`src/hw/cectx_map.svh`:
```
// Register offsets, field positions, reset values and timing for the bus transmitter
`ifndef CECTX_MAP_SVH
`define CECTX_MAP_SVH

`define CECTX_A_UNIT_EN    4'h0
`define CECTX_A_SOFT_RST   4'h1
`define CECTX_A_TX_EN      4'h2
`define CECTX_A_TX_CTRL    4'h3
`define CECTX_A_TX_BUF     4'h4
`define CECTX_A_TX_STAT    4'h5
`define CECTX_A_RX_EN      4'h6

// Control register fields, and the EOM bit of the transmit buffer register
`define CECTX_F_FREE_LSB   0
`define CECTX_F_BRD        4
`define CECTX_F_STRS_LSB   8
`define CECTX_F_SPRD_LSB   12
`define CECTX_F_DTRS_LSB   16
`define CECTX_F_DPRD_LSB   20
`define CECTX_F_EOM        8

// Status bits
`define CECTX_S_STA        0
`define CECTX_S_END        1
`define CECTX_S_AL         2
`define CECTX_S_ACK        3
`define CECTX_S_UR         4
`define CECTX_S_BUSY       5

`define CECTX_CTRL_RST     21'h00_0000

// Sample tick: 100 MHz / 3126 (TICK_DIV + 1), just under 32 kHz nominal sampling clock
`define CECTX_TICK_DIV     12'hc35
// Reference timings in ticks (adjust fields subtract from all but CECTX_ACK_SAMPLE and CECTX_ARB_GUARD)
`define CECTX_START_LOW    8'h78
`define CECTX_START_PER    8'h90
`define CECTX_ZERO_LOW     8'h30
`define CECTX_ONE_LOW      8'h13
`define CECTX_BIT_PER      8'h4c
`define CECTX_ACK_SAMPLE   8'h21
`define CECTX_ARB_GUARD    8'h03

`endif

```
`src/hw/cectx_pkg.sv`:
```
// Types for the bus transmitter
package cectx_pkg;
   typedef enum logic [2:0] {
      CECTX_IDLE, CECTX_WAIT_FREE, CECTX_START, CECTX_BIT, CECTX_NEXT
   } cectx_state_t;

   typedef struct packed {
      logic       brd;
      logic [3:0] free;
      logic [3:0] strs;
      logic [3:0] sprd;
      logic [3:0] dtrs;
      logic [3:0] dprd;
   } cectx_ctrl_t;

   typedef struct packed {
      logic       eom;
      logic [7:0] data;
   } cectx_frame_t;
endpackage

```
`src/hw/cectx_top.sv`:
```
// Single-wire control bus transmitter with register port
`include "cectx_map.svh"

module cectx_top #(
   parameter int          DATA_BITS = 8,
   parameter logic [11:0] TICK_DIV  = `CECTX_TICK_DIV
) (
   input  wire logic        core_clk_i,
   input  wire logic        rst_n_i,
   input  wire logic [3:0]  addr_i,
   input  wire logic [31:0] wdata_i,
   input  wire logic        wr_i,
   input  wire logic        rd_i,
   output logic      [31:0] rdata_o,
   input  wire logic        line_i,
   output logic             line_o,
   output logic             line_oe_o,
   output logic             rx_active_o
);

   // ----------------------------------------------------------------
   // Helpers
   // ----------------------------------------------------------------
   function automatic logic [7:0] adj(input logic [7:0] ref_v, input logic [3:0] sub);
      adj = ref_v - {4'h0, sub};
   endfunction

   function automatic logic ack_bad(input logic brd, input logic lvl);
      ack_bad = brd ? !lvl : lvl;
   endfunction

   // ----------------------------------------------------------------
   // State
   // ----------------------------------------------------------------
   cectx_pkg::cectx_state_t state, next_state;
   cectx_pkg::cectx_ctrl_t  ctrl, next_ctrl;
   cectx_pkg::cectx_frame_t buf_q, next_buf, shreg, next_shreg;
   logic        unit_enable, next_unit_enable;
   logic        tx_enable, next_tx_enable;
   logic        rx_enable, next_rx_enable;
   logic        buf_full, next_buf_full;
   logic [5:0]  stat, next_stat;
   logic [11:0] div, next_div;
   logic        tick, next_tick;
   logic [7:0]  tcnt, next_tcnt;
   logic [3:0]  bitn, next_bitn;
   logic [4:0]  idle_per, next_idle_per;
   logic [7:0]  idle_t, next_idle_t;
   logic        drive, next_drive;
   logic        line_d, next_line_d;
   logic        ack_err, next_ack_err;
   logic        ack_pend, next_ack_pend;
   logic [31:0] rdata, next_rdata;
   logic        cur_bit;
   logic [7:0]  low_len, per_len;

   always_comb
   begin
      case (bitn)
         4'h8:    cur_bit = shreg.eom;
         4'h9:    cur_bit = 1'b1;
         default: cur_bit = shreg.data[3'(7 - bitn)];
      endcase
      low_len = cur_bit ? adj(`CECTX_ONE_LOW, ctrl.dtrs) : adj(`CECTX_ZERO_LOW, ctrl.dtrs);
      per_len = adj(`CECTX_BIT_PER, ctrl.dprd);
   end

   // ----------------------------------------------------------------
   // Next state
   // ----------------------------------------------------------------
   always_comb
   begin
      next_state       = state;
      next_ctrl        = ctrl;
      next_buf         = buf_q;
      next_shreg       = shreg;
      next_unit_enable = unit_enable;
      next_tx_enable   = tx_enable;
      next_rx_enable   = rx_enable;
      next_buf_full    = buf_full;
      next_stat        = stat;
      next_tcnt        = tcnt;
      next_bitn        = bitn;
      next_idle_per    = idle_per;
      next_idle_t      = idle_t;
      next_drive       = drive;
      next_ack_err     = ack_err;
      next_ack_pend    = ack_pend;
      next_line_d      = line_i;
      next_rdata       = 32'h0000_0000;
      next_tick        = (div == TICK_DIV);
      next_div         = next_tick ? 12'h000 : div + 12'h001;

      if (rd_i)
      begin
         case (addr_i)
            `CECTX_A_UNIT_EN: next_rdata = {31'h0, unit_enable};
            `CECTX_A_TX_EN:   next_rdata = {31'h0, tx_enable};
            `CECTX_A_TX_CTRL: next_rdata = {8'h0, ctrl.dprd, ctrl.dtrs, ctrl.sprd,
                                            ctrl.strs, 3'h0, ctrl.brd, ctrl.free};
            `CECTX_A_TX_BUF:  next_rdata = {23'h0, buf_q};
            `CECTX_A_TX_STAT: next_rdata = {26'h0, stat};
            `CECTX_A_RX_EN:   next_rdata = {31'h0, rx_enable};
            default:          next_rdata = 32'h0000_0000;
         endcase
      end

      // Status bits 4:0 are read-to-clear; hardware sets below win
      if (rd_i && addr_i == `CECTX_A_TX_STAT)
         next_stat[4:0] = 5'h00;

      if (wr_i)
      begin
         case (addr_i)
            `CECTX_A_UNIT_EN: next_unit_enable = wdata_i[0];
            `CECTX_A_TX_EN:   next_tx_enable   = wdata_i[0];
            `CECTX_A_RX_EN:   next_rx_enable   = wdata_i[0];
            `CECTX_A_TX_CTRL:
            begin
               next_ctrl.free = wdata_i[`CECTX_F_FREE_LSB +: 4];
               next_ctrl.brd  = wdata_i[`CECTX_F_BRD];
               next_ctrl.strs = wdata_i[`CECTX_F_STRS_LSB +: 4];
               next_ctrl.sprd = wdata_i[`CECTX_F_SPRD_LSB +: 4];
               next_ctrl.dtrs = wdata_i[`CECTX_F_DTRS_LSB +: 4];
               next_ctrl.dprd = wdata_i[`CECTX_F_DPRD_LSB +: 4];
            end
            `CECTX_A_TX_BUF:
            begin
               next_buf      = {wdata_i[`CECTX_F_EOM], wdata_i[7:0]};
               next_buf_full = 1'b1;
            end
            default: ;
         endcase
      end

      // Idle tracker: a falling edge restarts, first period is a guard
      if (line_d && !line_i)
      begin
         next_idle_per = 5'h00;
         next_idle_t   = 8'h00;
      end
      else if (tick && line_i)
      begin
         if (idle_t == per_len)
         begin
            next_idle_t = 8'h00;
            if (idle_per != 5'h1f)
               next_idle_per = idle_per + 5'h01;
         end
         else
            next_idle_t = idle_t + 8'h01;
      end
      else if (tick && !line_i && !drive)
      begin
         next_idle_per = 5'h00;
         next_idle_t   = 8'h00;
      end

      if (tick)
         next_tcnt = tcnt + 8'h01;

      case (state)
         cectx_pkg::CECTX_IDLE:
            if (tx_enable && unit_enable)
               next_state = cectx_pkg::CECTX_WAIT_FREE;
         cectx_pkg::CECTX_WAIT_FREE:
            // Guard period plus 1..16 configured idle periods
            if (idle_per > 5'({1'b0, ctrl.free} + 5'h01))
            begin
               next_state = cectx_pkg::CECTX_START;
               next_tcnt  = 8'h00;
               next_drive = 1'b1;
            end
         cectx_pkg::CECTX_START:
            if (tick)
            begin
               if (tcnt == adj(`CECTX_START_LOW, ctrl.strs))
                  next_drive = 1'b0;
               if (tcnt == adj(`CECTX_START_LOW, ctrl.strs) + `CECTX_ARB_GUARD && !line_i)
               begin
                  next_stat[`CECTX_S_AL] = 1'b1;
                  next_state = cectx_pkg::CECTX_IDLE;
               end
               else if (tcnt == adj(`CECTX_START_PER, ctrl.sprd))
                  next_state = cectx_pkg::CECTX_NEXT;
            end
         cectx_pkg::CECTX_NEXT:
            if (!buf_full)
            begin
               next_stat[`CECTX_S_UR] = 1'b1;
               next_drive = 1'b0;
               next_state = cectx_pkg::CECTX_IDLE;
               next_ack_pend = ack_err;
               next_ack_err  = 1'b0;
            end
            else
            begin
               next_shreg    = buf_q;
               next_buf_full = 1'b0;
               next_stat[`CECTX_S_STA] = 1'b1;
               next_bitn  = 4'h0;
               next_tcnt  = 8'h00;
               next_drive = 1'b1;
               next_state = cectx_pkg::CECTX_BIT;
            end
         cectx_pkg::CECTX_BIT:
            if (tick)
            begin
               if (tcnt == low_len)
                  next_drive = 1'b0;
               if (bitn == 4'h9 && tcnt == `CECTX_ACK_SAMPLE)
                  next_ack_err = ack_bad(ctrl.brd, line_i);
               else if (bitn != 4'h9 && cur_bit && tcnt == low_len + `CECTX_ARB_GUARD
                        && !line_i)
               begin
                  next_stat[`CECTX_S_AL] = 1'b1;
                  next_state = cectx_pkg::CECTX_IDLE;
               end
               if (tcnt == per_len)
               begin
                  next_tcnt = 8'h00;
                  if (bitn == 4'h9)
                  begin
                     if (ack_err)
                     begin
                        // Underrun check first if more bytes follow
                        if (!shreg.eom && !buf_full)
                        begin
                           next_stat[`CECTX_S_UR] = 1'b1;
                           next_ack_pend = 1'b1;
                        end
                        else
                           next_stat[`CECTX_S_ACK] = 1'b1;
                        next_ack_err = 1'b0;
                        next_state   = cectx_pkg::CECTX_IDLE;
                     end
                     else if (shreg.eom)
                     begin
                        next_stat[`CECTX_S_END] = 1'b1;
                        next_state = cectx_pkg::CECTX_IDLE;
                     end
                     else
                        next_state = cectx_pkg::CECTX_NEXT;
                  end
                  else
                  begin
                     next_bitn  = bitn + 4'h1;
                     next_drive = 1'b1;
                  end
               end
            end
         default: next_state = cectx_pkg::CECTX_IDLE;
      endcase

      // Deferred ACK error, one cycle after the underrun report
      if (ack_pend && state == cectx_pkg::CECTX_IDLE)
      begin
         next_stat[`CECTX_S_ACK] = 1'b1;
         next_ack_pend = 1'b0;
      end

      // Leaving active states stops drive and clears enable
      if (next_state == cectx_pkg::CECTX_IDLE && state != cectx_pkg::CECTX_IDLE)
      begin
         next_drive     = 1'b0;
         next_tx_enable = 1'b0;
      end

      next_stat[`CECTX_S_BUSY] = (next_state != cectx_pkg::CECTX_IDLE);

      if (wr_i && addr_i == `CECTX_A_SOFT_RST && wdata_i[0])
      begin
         next_state     = cectx_pkg::CECTX_IDLE;
         next_ctrl      = `CECTX_CTRL_RST;
         next_buf       = '0;
         next_shreg     = '0;
         next_tx_enable = 1'b0;
         next_rx_enable = 1'b0;
         next_buf_full  = 1'b0;
         next_stat      = 6'h00;
         next_drive     = 1'b0;
         next_ack_err   = 1'b0;
         next_ack_pend  = 1'b0;
      end
   end

   // ----------------------------------------------------------------
   // Registers
   // ----------------------------------------------------------------
   always_ff @(posedge core_clk_i or negedge rst_n_i)
   begin
      if (!rst_n_i)
      begin
         state       <= cectx_pkg::CECTX_IDLE;
         ctrl        <= `CECTX_CTRL_RST;
         buf_q       <= '0;
         shreg       <= '0;
         unit_enable <= 1'b0;
         tx_enable   <= 1'b0;
         rx_enable   <= 1'b0;
         buf_full    <= 1'b0;
         stat        <= 6'h00;
         div         <= 12'h000;
         tick        <= 1'b0;
         tcnt        <= 8'h00;
         bitn        <= 4'h0;
         idle_per    <= 5'h00;
         idle_t      <= 8'h00;
         drive       <= 1'b0;
         line_d      <= 1'b1;
         ack_err     <= 1'b0;
         ack_pend    <= 1'b0;
         rdata       <= 32'h0000_0000;
         rx_active_o <= 1'b0;
      end
      else
      begin
         state       <= next_state;
         ctrl        <= next_ctrl;
         buf_q       <= next_buf;
         shreg       <= next_shreg;
         unit_enable <= next_unit_enable;
         tx_enable   <= next_tx_enable;
         rx_enable   <= next_rx_enable;
         buf_full    <= next_buf_full;
         stat        <= next_stat;
         div         <= next_div;
         tick        <= next_tick;
         tcnt        <= next_tcnt;
         bitn        <= next_bitn;
         idle_per    <= next_idle_per;
         idle_t      <= next_idle_t;
         drive       <= next_drive;
         line_d      <= next_line_d;
         ack_err     <= next_ack_err;
         ack_pend    <= next_ack_pend;
         rdata       <= next_rdata;
         // Receiver gated off while sending
         rx_active_o <= next_rx_enable && next_unit_enable
                        && (next_state == cectx_pkg::CECTX_IDLE);
      end
   end

   assign rdata_o   = rdata;
   assign line_o    = 1'b0;
   assign line_oe_o = drive;
endmodule // cectx_top

```
`config.mk`:
```
export PLATFORM = sky130hd
export DESIGN_NAME = cectx_top
export DESIGN_NICKNAME = d
export VERILOG_FILES = /design/src/hw/cectx_pkg.sv /design/src/hw/cectx_top.sv
export VERILOG_INCLUDE_DIRS = /design/src /design/src/hw
export SDC_FILE = /design/constraint.sdc
export NUM_CORES = 1
export LEC_CHECK = 0
export ABC_AREA = 1
export BUFFER_PORTS_ARGS = -buffer_cell sky130_fd_sc_hd__buf_2
export CAP_MARGIN = 20
export CELL_PAD_IN_SITES_DETAIL_PLACEMENT = 1
export CELL_PAD_IN_SITES_GLOBAL_PLACEMENT = 1
export CORE_ASPECT_RATIO = 1.1
export CORE_UTILIZATION = 44
export CTS_BUF_LIST = sky130_fd_sc_hd__clkbuf_4
export DETAILED_ROUTE_END_ITERATION = 6
export GPL_ROUTABILITY_DRIVEN = 1
export HOLD_SLACK_MARGIN = 0.08
export PLACE_DENSITY = 0.88
export SLEW_MARGIN = 20
export SYNTH_ARGS = -nofsm -noshare
export SYNTH_HDL_FRONTEND = slang
export SYNTH_SLANG_ARGS = --single-unit
```
`constraint.sdc`:
```
create_clock -name core_clk_i -period 5.5 [get_ports core_clk_i]
set_input_delay 0.55 -clock core_clk_i [delete_from_list [all_inputs] [get_ports core_clk_i]]
set_output_delay 0.55 -clock core_clk_i [all_outputs]
set_load 0.005 [all_outputs]
```
==> flow_summary.json, run 1 <==
{
  "status": "complete, but fails checks",
  "violations": "design-rule violations",
  "final_cell_mix": "nand2_1, inv_1, dfrtp_1, nand3_1, nor2_1",
  "whs_ns": 0.07267,
  "clock_latency_ns": 0.59,
  "netlist_area_mm2": 0.006745,
  "period_needed_ns": 3.291,
  "place_area_mm2": 0.007234,
  "cts_tree": "done",
  "cts_num_sinks": 119,
  "dieWidth_um": 120.1,
  "cp-start-kind": "register",
  "startpoint": "bitn[0]$_DFFE_PN0P_",
  "finalCritPeriodShare_pct": 59.83,
  "grt_max_degree": 68,
  "area_growth_pct": 11.63,
  "drt-total-wl_mm": 17.96,
  "skew_ns": 0.02463,
  "critPathArrivalTime_ns": 3.76,
  "cts-hold-fix-buffers": 0,
  "via_per_inst": 5.314,
  "finalSetupTns_ns": 0,
  "drt_iter0_markers": 275,
  "post-route-drc-count": 2,
  "nets": 985,
  "overflow": 0,
  "portBuffers": 58,
  "dr_total_vias": 6005,
  "synthCells": 853,
  "drtPass1Iterations": 7,
  "dpl.hpwl_mm": 13.49,
  "power_density_mw_per_mm2": 336.2,
  "endpoint_kind": "register",
  "drive_gt1_share_pct": 13.72,
  "worst_slew_pin_slew_ns": 0.9017,
  "ant_nets": 0,
  "rsz0062_at_grt": "no",
  "root_buffer": "clkbuf_4",
  "final_core_util_pct": 50.21,
  "vdd_drop_max_v": 0.0001159,
  "rows": 47,
  "place.gp.congestion": 0.8581,
  "cp_max_fo": 8,
  "htree_levels": 4,
  "cts_setup_buffers": 0,
  "reg2reg_from": "bitn[0]$_DFFE_PN0P_",
  "hp-class": "in2async",
  "drt-wirelength-per-cell_um": 15.89,
  "die_y_um": 131.9,
  "mostFrequentLayoutCell": "nand2_1",
  "clk_path_buf_depth": 2,
  "setup_viol": 0,
  "drv_slew": 0,
  "hold_viol": 0,
  "cp_data_required_time_ns": 5.97,
  "core_area_mm2": 0.01500,
  "yosysWarnings": 0,
  "dieArea_mm2": 0.01583,
  "crit_type": "reg2reg",
  "first_global_vias": 6167,
  "syn_area_per_cell_um2": 7.908,
  "gr-usage-all-layers_pct": 24.28,
  "p_leak_nw": 3.810,
  "relSlewSlack_pct": 39.89,
  "synth-seq-cells": 119,
  "clkTransAtPathRegs_ns": 0.12,
  "ios": 76,
  "postCtsResizedCells": 0,
  "cap_violations": 0,
  "ys_types": 50,
  "fmax_mhz": 303.9,
  "grt_first_pass_wirelength_mm": 30.30,
  "stdcell_area_mm2": 0.007530,
  "power_w": 0.002532,
  "start_util_pct": 44.98,
  "ys_seq_area_share_pct": 44.17,
  "antenna_found_initial": 1,
  "numCtsBuffers": 17
}
[logic make-up (layout without fill, tap and decap cells)]
kind of cell,after synthesis,in the layout,share of synthesized area (%)
and+or+nand+nor,393,393,26.32
xor gates and xnor gates,39,39,5.064
muxes,2,2,0.2968
adders and majority gates,23,23,4.266
AOI/OAI and AO/OA,121,121,10.65
other,1,10,0.05559
DFF,119,119,44.17
buffers and inverters,155,227,9.182
[state kept, by name, indices dropped and copies added (netlist names), 3 cells and up]
register	cells
div	12
shreg	9
tcnt	8
bitn	4
idle_per	5
rdata_o	24
idle_t	8
buf_q	9
state	3
ctrl	21
stat	6
[cells in the mapped netlist (all sizes together)]
cell type / n / area (um^2)
a211oi: 5 / 42.54
a21oi: 24 / 120.1
a221oi: 2 / 17.52
a311oi: 2 / 17.52
a31oi: 2 / 12.51
a32oi: 1 / 8.760
and2: 1 / 6.260
buf: 11 / 77.57
clkbuf: 11 / 42.54
clkinv: 3 / 11.26
conb: 1 / 3.750
dfrtp: 118 / 2953
dfstp: 1 / 26.28
ha: 23 / 287.8
inv: 130 / 488.0
mux2i: 2 / 20.02
nand2: 178 / 703.2
nand3: 88 / 493.0
nand3b: 2 / 15.01
nand4: 10 / 62.56
nor2: 83 / 329.1
nor3: 23 / 115.1
nor3b: 1 / 7.510
nor4: 6 / 37.54
o2111a: 1 / 11.26
o2111ai: 1 / 8.760
o211ai: 6 / 45.04
o21a: 1 / 7.510
o21ai: 57 / 285.3
o21bai: 1 / 11.26
o221a: 1 / 11.26
o221ai: 2 / 17.52
o22ai: 12 / 75.07
o311a: 1 / 10.01
o31ai: 1 / 7.510
o32ai: 1 / 8.760
or2: 1 / 6.260
xnor2: 9 / 78.83
xor2: 30 / 262.8
[worst paths after layout]
| kind | depth (start not counted) | endpoint | slack [ns] |
|---|---|---|---|
| max | 20 | tx_enable$_DFFE_PN0P_ | 2.21 |
| max reg2reg | 20 | tx_enable$_DFFE_PN0P_ | 2.21 |
| min in group core_clk_i | 1 | line_d$_DFF_PN1_ | 0.13 |
| min | 1 | tcnt[3]$_DFF_PN0_ | 0.07 |
| min reg2reg | 1 | div[0]$_DFF_PN0_ | 0.51 |
| max in group asynchronous | 2 | shreg[5]$_DFFE_PN0P_ | 4.24 |
[layout make-up]
type,instances,area (um^2)
tap,196,245.2
clock inverter,13,157.7
inverter,133,499.2
timing repair buffer,63,330.3
sequential,119,2979
fill,1910,7466
multi-input combinational,587,3181
clock buffer,18,135.1
antenna,1,2.502
[worst max-delay path, cell delays in order (launching register included)]
cell and delay, ns:
dfrtp_1 0.49, inv_2 0.15, ha_1 0.19, nand3_2 0.13
o21ai_1 0.25, inv_2 0.11, nand3_1 0.14, nand2_2 0.09
ha_1 0.31, nand2_1 0.07, nand3_1 0.07, nor2_1 0.10
nand3_1 0.08, nor2_1 0.15, nand3_1 0.11, nor2_2 0.13
nand3_2 0.10, nand2_2 0.13, nand3_2 0.10, o21bai_2 0.22
nor2_1 0.06
[layer usage]
metal	vias up	GRT usage, %	part of all wire (%)
met1	2969	30.61	44
met4	0	9.722	1.9
met5	-	0	0
met3	29	3.849	3.6
met2	99	41.32	51
li1	2908	-	-
[power breakdown]
group | switching [W] | total, W | internal [W] | leakage (nW)
Sequential | 0.0000804 | 0.00104 | 0.000958 | 1.56
Combinational | 0.000542 | 0.000829 | 0.000287 | 2.11
Clock | 0.000351 | 0.000665 | 0.000313 | 0.140
[stage by stage]
| stage | cells | setup slack (ns) |
|---|---|---|
| floorplan | 861 | 2.807 |
| global placement | 1098 | 2.342 |
| detailed placement | 1098 | 2.256 |
| CTS | 1129 | 2.197 |
| global route | 1130 | 1.888 |
| finish | 1130 | 2.209 |
Note: power is estimated with default switching activity, not from simulation.
==> run 2, diff against run 1 <==
--- a/config.mk
+++ b/config.mk
@@ -12,12 +12,12 @@
 export CELL_PAD_IN_SITES_DETAIL_PLACEMENT = 1
 export CELL_PAD_IN_SITES_GLOBAL_PLACEMENT = 1
 export CORE_ASPECT_RATIO = 1.1
-export CORE_UTILIZATION = 44
+export CORE_UTILIZATION = 41
 export CTS_BUF_LIST = sky130_fd_sc_hd__clkbuf_4
 export DETAILED_ROUTE_END_ITERATION = 6
 export GPL_ROUTABILITY_DRIVEN = 1
 export HOLD_SLACK_MARGIN = 0.08
-export PLACE_DENSITY = 0.88
+export PLACE_DENSITY = 0.87
 export SLEW_MARGIN = 20
 export SYNTH_ARGS = -nofsm -noshare
 export SYNTH_HDL_FRONTEND = slang
==> constraint.sdc (replaced) <==
create_clock -name core_clk_i -period 2.8 [get_ports core_clk_i]
set_input_delay 0.28 -clock core_clk_i [delete_from_list [all_inputs] [get_ports core_clk_i]]
set_output_delay 0.28 -clock core_clk_i [all_outputs]
set_load 0.005 [all_outputs]
==> run 2 against run 1 <==
Compared with the run above: the flow finishes with violations (negative setup slack); sequential share of layout area fell by 3.9 points; via count is 6.3% higher; core utilization grew 2.3 points; clock skew up 0.0046 ns; maximum frequency increased by 17%; clock power increased by 100%; worst hold slack better by 0.079 ns; flip-flop and latch count stayed put; worst setup slack got worse by 2.2 ns; critical path depth rose by 3; largest cell class unchanged; highest routed layer unchanged.
==> flow_summary.json, run 2 (synthesis gave the netlist of run 1 again) <==
{
  "status": "complete, but fails checks",
  "violations": "negative setup slack",
  "nets": 1049,
  "setup_viol": 3,
  "first_global_vias": 6796,
  "hp-class": "in2reg",
  "dp_slack_ns": -0.08262,
  "dieWidth_um": 124.3,
  "p_leak_nw": 4.178,
  "relSlewSlack_pct": 57.44,
  "crit_path_cell_trace": "inv_2, buf_6, nand2_2, nand3_4, nand2_2, nand2_2, nand3_2, nand3_2, nand2_2, ha_4, nand2_2, nand3_2, nor2_2, nand3_1, nor2_1, nand3_1, nor2_2, nand3_2, nand2_2, nand3_2, nand2_1, nand2_4, nor2_4",
  "cp_slowest_cell": "dfrtp_1",
  "die_y_um": 136.5,
  "mostFrequentLayoutCell": "nand2_1",
  "drt-total-wl_mm": 20.63,
  "fmax_mhz": 356.0,
  "grt_first_pass_wirelength_mm": 33.27,
  "numCtsBuffers": 17,
  "cpPeakStageDelay_ns": 0.44,
  "switchingPower_w": 0.002109,
  "antenna_found_initial": 2,
  "ios": 76,
  "reg2regPathDepth": 23,
  "cp_common_cell": "nand2_2",
  "grt_max_degree": 59,
  "power_density_mw_per_mm2": 665.7,
  "drt_iter0_markers": 269,
  "layout_setup_ws_ns": -0.008671,
  "final_cell_mix": "nand2_1, inv_1, dfrtp_1, nor2_1, nand3_1",
  "cap_violations": 0,
  "drtPass1Iterations": 4,
  "hold_viol": 0,
  "swShare_pct": 37.95,
  "htree_levels": 4,
  "via_per_inst": 5.329,
  "clk_path_buf_depth": 2,
  "whs_path_depth": 5,
  "critPathTopFamily": "simple AND/OR/NAND/NOR gates",
  "dp_cells": 1132,
  "power_frac_seq_pct": 36.7,
  "worst_slew_pin_slew_ns": 0.6368,
  "rsz0062_at_grt": "yes",
  "dieArea_mm2": 0.01697,
  "period_needed_ns": 2.809,
  "drt-wirelength-per-cell_um": 17.22,
  "cp.depth": 23,
  "p_int_w": 0.003449,
  "whs_ns": 0.1521,
  "vdd_drop_max_v": 0.0002551,
  "crit_type": "reg2reg",
  "pwr-share-comb_pct": 39.1,
  "r2r_setup_slack_ns": -0.009,
  "largest_reg_flops": 24,
  "rows": 48,
  "clock_power_share_pct": 24.3,
  "start_util_pct": 42.38,
  "cp_max_fo": 5,
  "cts_tree": "done",
  "ant_nets": 0,
  "dr_total_vias": 6384,
  "gr-usage-all-layers_pct": 25.07,
  "place.gp.congestion": 0.8810,
  "endpoint_kind": "register",
  "critPathArrivalTime_ns": 3.29,
  "fin_cells": 1198,
  "cts_num_sinks": 119,
  "post-route-drc-count": 0,
  "power_w": 0.005559,
  "portBuffers": 58,
  "cp_data_required_time_ns": 3.28,
  "core_area_mm2": 0.01592,
  "area_growth_pct": 23.80,
  "clkTransAtPathRegs_ns": 0.12,
  "dpl.hpwl_mm": 14.52,
  "skew_ns": 0.02920,
  "drv_slew": 0,
  "overflow": 0,
  "finalCritPeriodShare_pct": 100.3,
  "finalSetupTns_ns": -0.02221,
  "clock_latency_ns": 0.55,
  "drive_gt1_share_pct": 19.78,
  "root_buffer": "clkbuf_4",
  "worst-path-buf-inv": 2,
  "cp-start-kind": "register"
}
run 2: cell types whose count changed in the layout (fill, tap and decap cells not counted), moves of 3 or more:
| cell | change |
|---|---|
| dlygate4sd3_1 | +29 |
| nand2_4 | +6 |
| nand2_1 | -10 |
| inv_2 | +3 |
| nand3_2 | +6 |
| clkinvlp_4 | -5 |
| buf_4 | +32 |
| nand2_2 | +4 |
| ha_1 | -3 |
| clkinv_2 | +3 |
| nand3_4 | +5 |
| nor2_1 | -3 |
| nand3_1 | -11 |
| inv_1 | -3 |
run 2: power by group through the flow:
stage | clock, W | combinational, W | sequential, W
after detailed placement | 0 | 0.00182 | 0.00205
after CTS | 0.00138 | 0.00200 | 0.00203
final | 0.00135 | 0.00217 | 0.00204
after global routing | 0.00145 | 0.00240 | 0.00205
after floorplan | 0 | 0.00124 | 0.00202
after global placement | 0 | 0.00175 | 0.00204
run 2: final cells by class:
class / instances / area (um^2)
timing repair buffer: 127 / 903.4
clock buffer: 18 / 135.1
multi-input combinational: 587 / 3418
inverter: 133 / 499.2
sequential: 119 / 2979
clock inverter: 12 / 160.2
antenna: 2 / 5.005
tap: 200 / 250.2
fill: 1948 / 7565
run 2: what timing repair did:
item,CTS,global route
pin swaps,9,20
endpoints found under the hold margin,73,0
hold buffers,29,0
resized for setup,19,34
endpoints found under the setup margin,4,11
buffers inserted,2,3
run 2: path summary, 6_finish.rpt:
| kind | endpoint | start |
|---|---|---|
| worst min register to register | buf_q[1]$_DFFE_PN0P_ | buf_q[1]$_DFFE_PN0P_ |
| min in group asynchronous | ctrl[9]$_DFFE_PN0P_ | rst_n_i |
| max in group asynchronous | ctrl[8]$_DFFE_PN0P_ | rst_n_i |
| worst max-delay path | rx_active_o$_DFF_PN0_ | bitn[0]$_DFFE_PN0P_ |
| worst min-delay path | rdata_o[0]$_DFF_PN0_ | addr_i[1] |
| worst max register to register | rx_active_o$_DFF_PN0_ | bitn[0]$_DFFE_PN0P_ |
run 2: routing by layer:
metal  share of wire, %  wire length [um]  global-route usage, %
met1                 42              8710                  29.08
met5                  0                 0                      0
met3                2.9               605                  4.535
met2                 52             10770                  45.03
met4                2.6               544                  11.78
run 2: tightest hold or removal path, cell delays in order:
cell     delay (ns)
buf_2          0.12
inv_1          0.07
nor3_1         0.07
nand2_1        0.06
a31oi_1        0.08
run 2: per-stage QoR:
stage	util, %	area [um^2]
final	52.47	8351
after global placement	46.98	7477
after floorplan	-	6775
after CTS	51.43	8185
after global routing	52.47	8351
after detailed placement	46.98	7477
==> run 3, diff against run 2 <==
--- a/config.mk
+++ b/config.mk
@@ -18,6 +18,7 @@
 export GPL_ROUTABILITY_DRIVEN = 1
 export HOLD_SLACK_MARGIN = 0.08
 export PLACE_DENSITY = 0.87
+export RECOVER_POWER = 25
 export SLEW_MARGIN = 20
 export SYNTH_ARGS = -nofsm -noshare
 export SYNTH_HDL_FRONTEND = slang
==> run 3 against run 2 <==
Compared with the run above: the flow finishes with violations (max-capacitance violations, max-slew violations, negative setup slack); first-iteration DRC count stayed put; sequential power hardly changed; critical path type unchanged; clock power hardly changed.
==> flow_summary.json, run 3 (synthesis gave the netlist of run 1 again) <==
{
  "status": "complete, but fails checks",
  "violations": "max-capacitance violations, max-slew violations, negative setup slack",
  "cap_violations": 1,
  "place.gp.congestion": 0.8810,
  "grt_max_degree": 59,
  "mostFrequentLayoutCell": "nand2_1",
  "nets": 1049,
  "dr_total_vias": 6386,
  "cp_common_cell": "nand2_2",
  "drt-wirelength-per-cell_um": 17.18,
  "layout_setup_ws_ns": -0.01125,
  "reg2reg_from": "bitn[0]$_DFFE_PN0P_",
  "portBuffers": 58,
  "hold_viol": 0,
  "fmax_mhz": 355.7,
  "drt_iter0_markers": 269,
  "power_density_mw_per_mm2": 666.4,
  "dieWidth_um": 124.3,
  "hp-class": "in2reg",
  "clock_power_share_pct": 24.3,
  "cpPeakStageDelay_ns": 0.44,
  "r2r_setup_slack_ns": -0.01,
  "endpoint_kind": "register",
  "grt_first_pass_wirelength_mm": 33.27,
  "drtPass1Iterations": 4,
  "critPathArrivalTime_ns": 3.30,
  "largest_reg_flops": 24,
  "drive_gt1_share_pct": 19.68,
  "cts_tree": "done",
  "finalCritPeriodShare_pct": 100.4,
  "area_growth_pct": 23.65,
  "core_area_mm2": 0.01592,
  "cts_num_sinks": 119,
  "overflow": 0,
  "period_needed_ns": 2.811,
  "start_util_pct": 42.38,
  "place_area_mm2": 0.007477,
  "cp_slowest_cell": "dfrtp_1",
  "dieArea_mm2": 0.01697,
  "clk_path_buf_depth": 2,
  "ios": 76,
  "post-route-drc-count": 0,
  "numCtsBuffers": 17,
  "startpoint": "bitn[0]$_DFFE_PN0P_",
  "stdcell_area_mm2": 0.008341,
  "rows": 48,
  "first_global_vias": 6796,
  "p_leak_nw": 4.171,
  "drv_slew": 40,
  "htree_levels": 4,
  "crit_type": "reg2reg",
  "dpl.hpwl_mm": 14.52,
  "switchingPower_w": 0.002112,
  "clock_latency_ns": 0.56,
  "gr-usage-all-layers_pct": 25.07,
  "rsz0062_at_grt": "yes",
  "root_buffer": "clkbuf_4",
  "final_cell_mix": "nand2_1, inv_1, dfrtp_1, nor2_1, nand3_1",
  "drt-total-wl_mm": 20.60,
  "cp-start-kind": "register",
  "min_from": "addr_i[1]",
  "p_int_w": 0.003447,
  "die_y_um": 136.5,
  "worst_slew_pin_slew_ns": 2.167,
  "skew_ns": 0.02927,
  "via_per_inst": 5.326,
  "crit_path_cell_trace": "inv_2, buf_6, nand2_2, nand3_4, nand2_2, nand2_2, nand3_2, nand3_2, nand2_2, ha_4, nand2_2, nand3_2, nor2_2, nand3_1, nor2_1, nand3_1, nor2_2, nand3_2, nand2_2, nand3_2, nand2_1, nand2_4, nor2_4",
  "clkTransAtPathRegs_ns": 0.12,
  "ant_nets": 0,
  "relSlewSlack_pct": -44.44,
  "swShare_pct": 37.99,
  "setup_viol": 3,
  "vdd_drop_max_v": 0.0002551,
  "cp_max_fo": 5,
  "power_frac_seq_pct": 36.7,
  "antenna_found_initial": 2,
  "cp_data_required_time_ns": 3.29,
  "whs_ns": 0.1451,
  "pwr-share-comb_pct": 39.0
}
==> run 3: cell count changes in the layout (fill, tap and decap cells not counted), sizes merged <==
cell    delta
buf        -1
diode      +1
clkbuf     +1
==> run 3: area by class of cell <==
type,count,area [um^2]
Antenna cell,3,7.507
Timing Repair Buffer,127,890.9
Tap cell,200,250.2
Clock buffer,18,135.1
Multi-Input combinational cell,587,3418
Fill cell,1950,7575
Clock inverter,12,160.2
Sequential cell,119,2979
Inverter,133,499.2
==> run 3: through the flow <==
step / TNS [ns] / utilization, % / instances / worst slack, ns / power (W)
after global placement: 0 / 46.98 / 1132 / 0.05561 / 0.003795
after detailed placement: -0.1848 / 46.98 / 1132 / -0.08262 / 0.003876
final: -0.02539 / 52.41 / 1199 / -0.01125 / 0.005559
after CTS: 0 / 51.43 / 1193 / 0.007629 / 0.005403
after floorplan: 0 / - / 861 / 0.1065 / 0.003252
after global routing: -0.8967 / 52.39 / 1198 / -0.2155 / 0.005894
==> run 3: power groups by stage <==
stage	Sequential, W	Clock [W]	Combinational (W)
floorplan	0.00202	0	0.00124
global placement	0.00204	0	0.00175
detailed placement	0.00205	0	0.00182
CTS	0.00203	0.00138	0.00200
global route	0.00205	0.00145	0.00239
finish	0.00204	0.00135	0.00217
==> run 3: per-layer routing <==
metal | vias to the layer above | track usage, % | share of wire [%] | routed length (um)
li1 | 3040 | - | - | -
met1 | 3179 | 29.08 | 42 | 8717
met2 | 123 | 45.03 | 52 | 10710
met3 | 44 | 4.535 | 2.8 | 579
met4 | 0 | 11.78 | 2.9 | 592
met5 | - | 0 | 0 | 0
==> run 3: repair_timing <==
action,4_1_cts,5_1_grt
pin swaps,9,20
gates cloned,0,0
endpoints found under the setup margin,4,11
setup buffers,2,3
resized for setup,19,34
hold buffers,29,0
hold endpoints to repair,73,0
==> run 3: critical path, delay by kind of cell (launching register included) <==
| kind | cells | cell delay, ns |
|---|---|---|
| AND/OR/NAND/NOR | 20 | 1.79 |
| flip-flops | 1 | 0.44 |
| buffers and inverters | 2 | 0.25 |
| adder cells (fa/ha/maj) | 1 | 0.24 |
==> run 3: path summary, 6_finish.rpt <==
kind	endpoint	cells after the start
setup / recovery	rx_active_o$_DFF_PN0_	23
hold / removal	rdata_o[0]$_DFF_PN0_	5
setup reg to reg	rx_active_o$_DFF_PN0_	23
hold reg to reg	buf_q[1]$_DFFE_PN0P_	2
max in group asynchronous	bitn[3]$_DFFE_PN0P_	3
min in group asynchronous	ctrl[9]$_DFFE_PN0P_	2
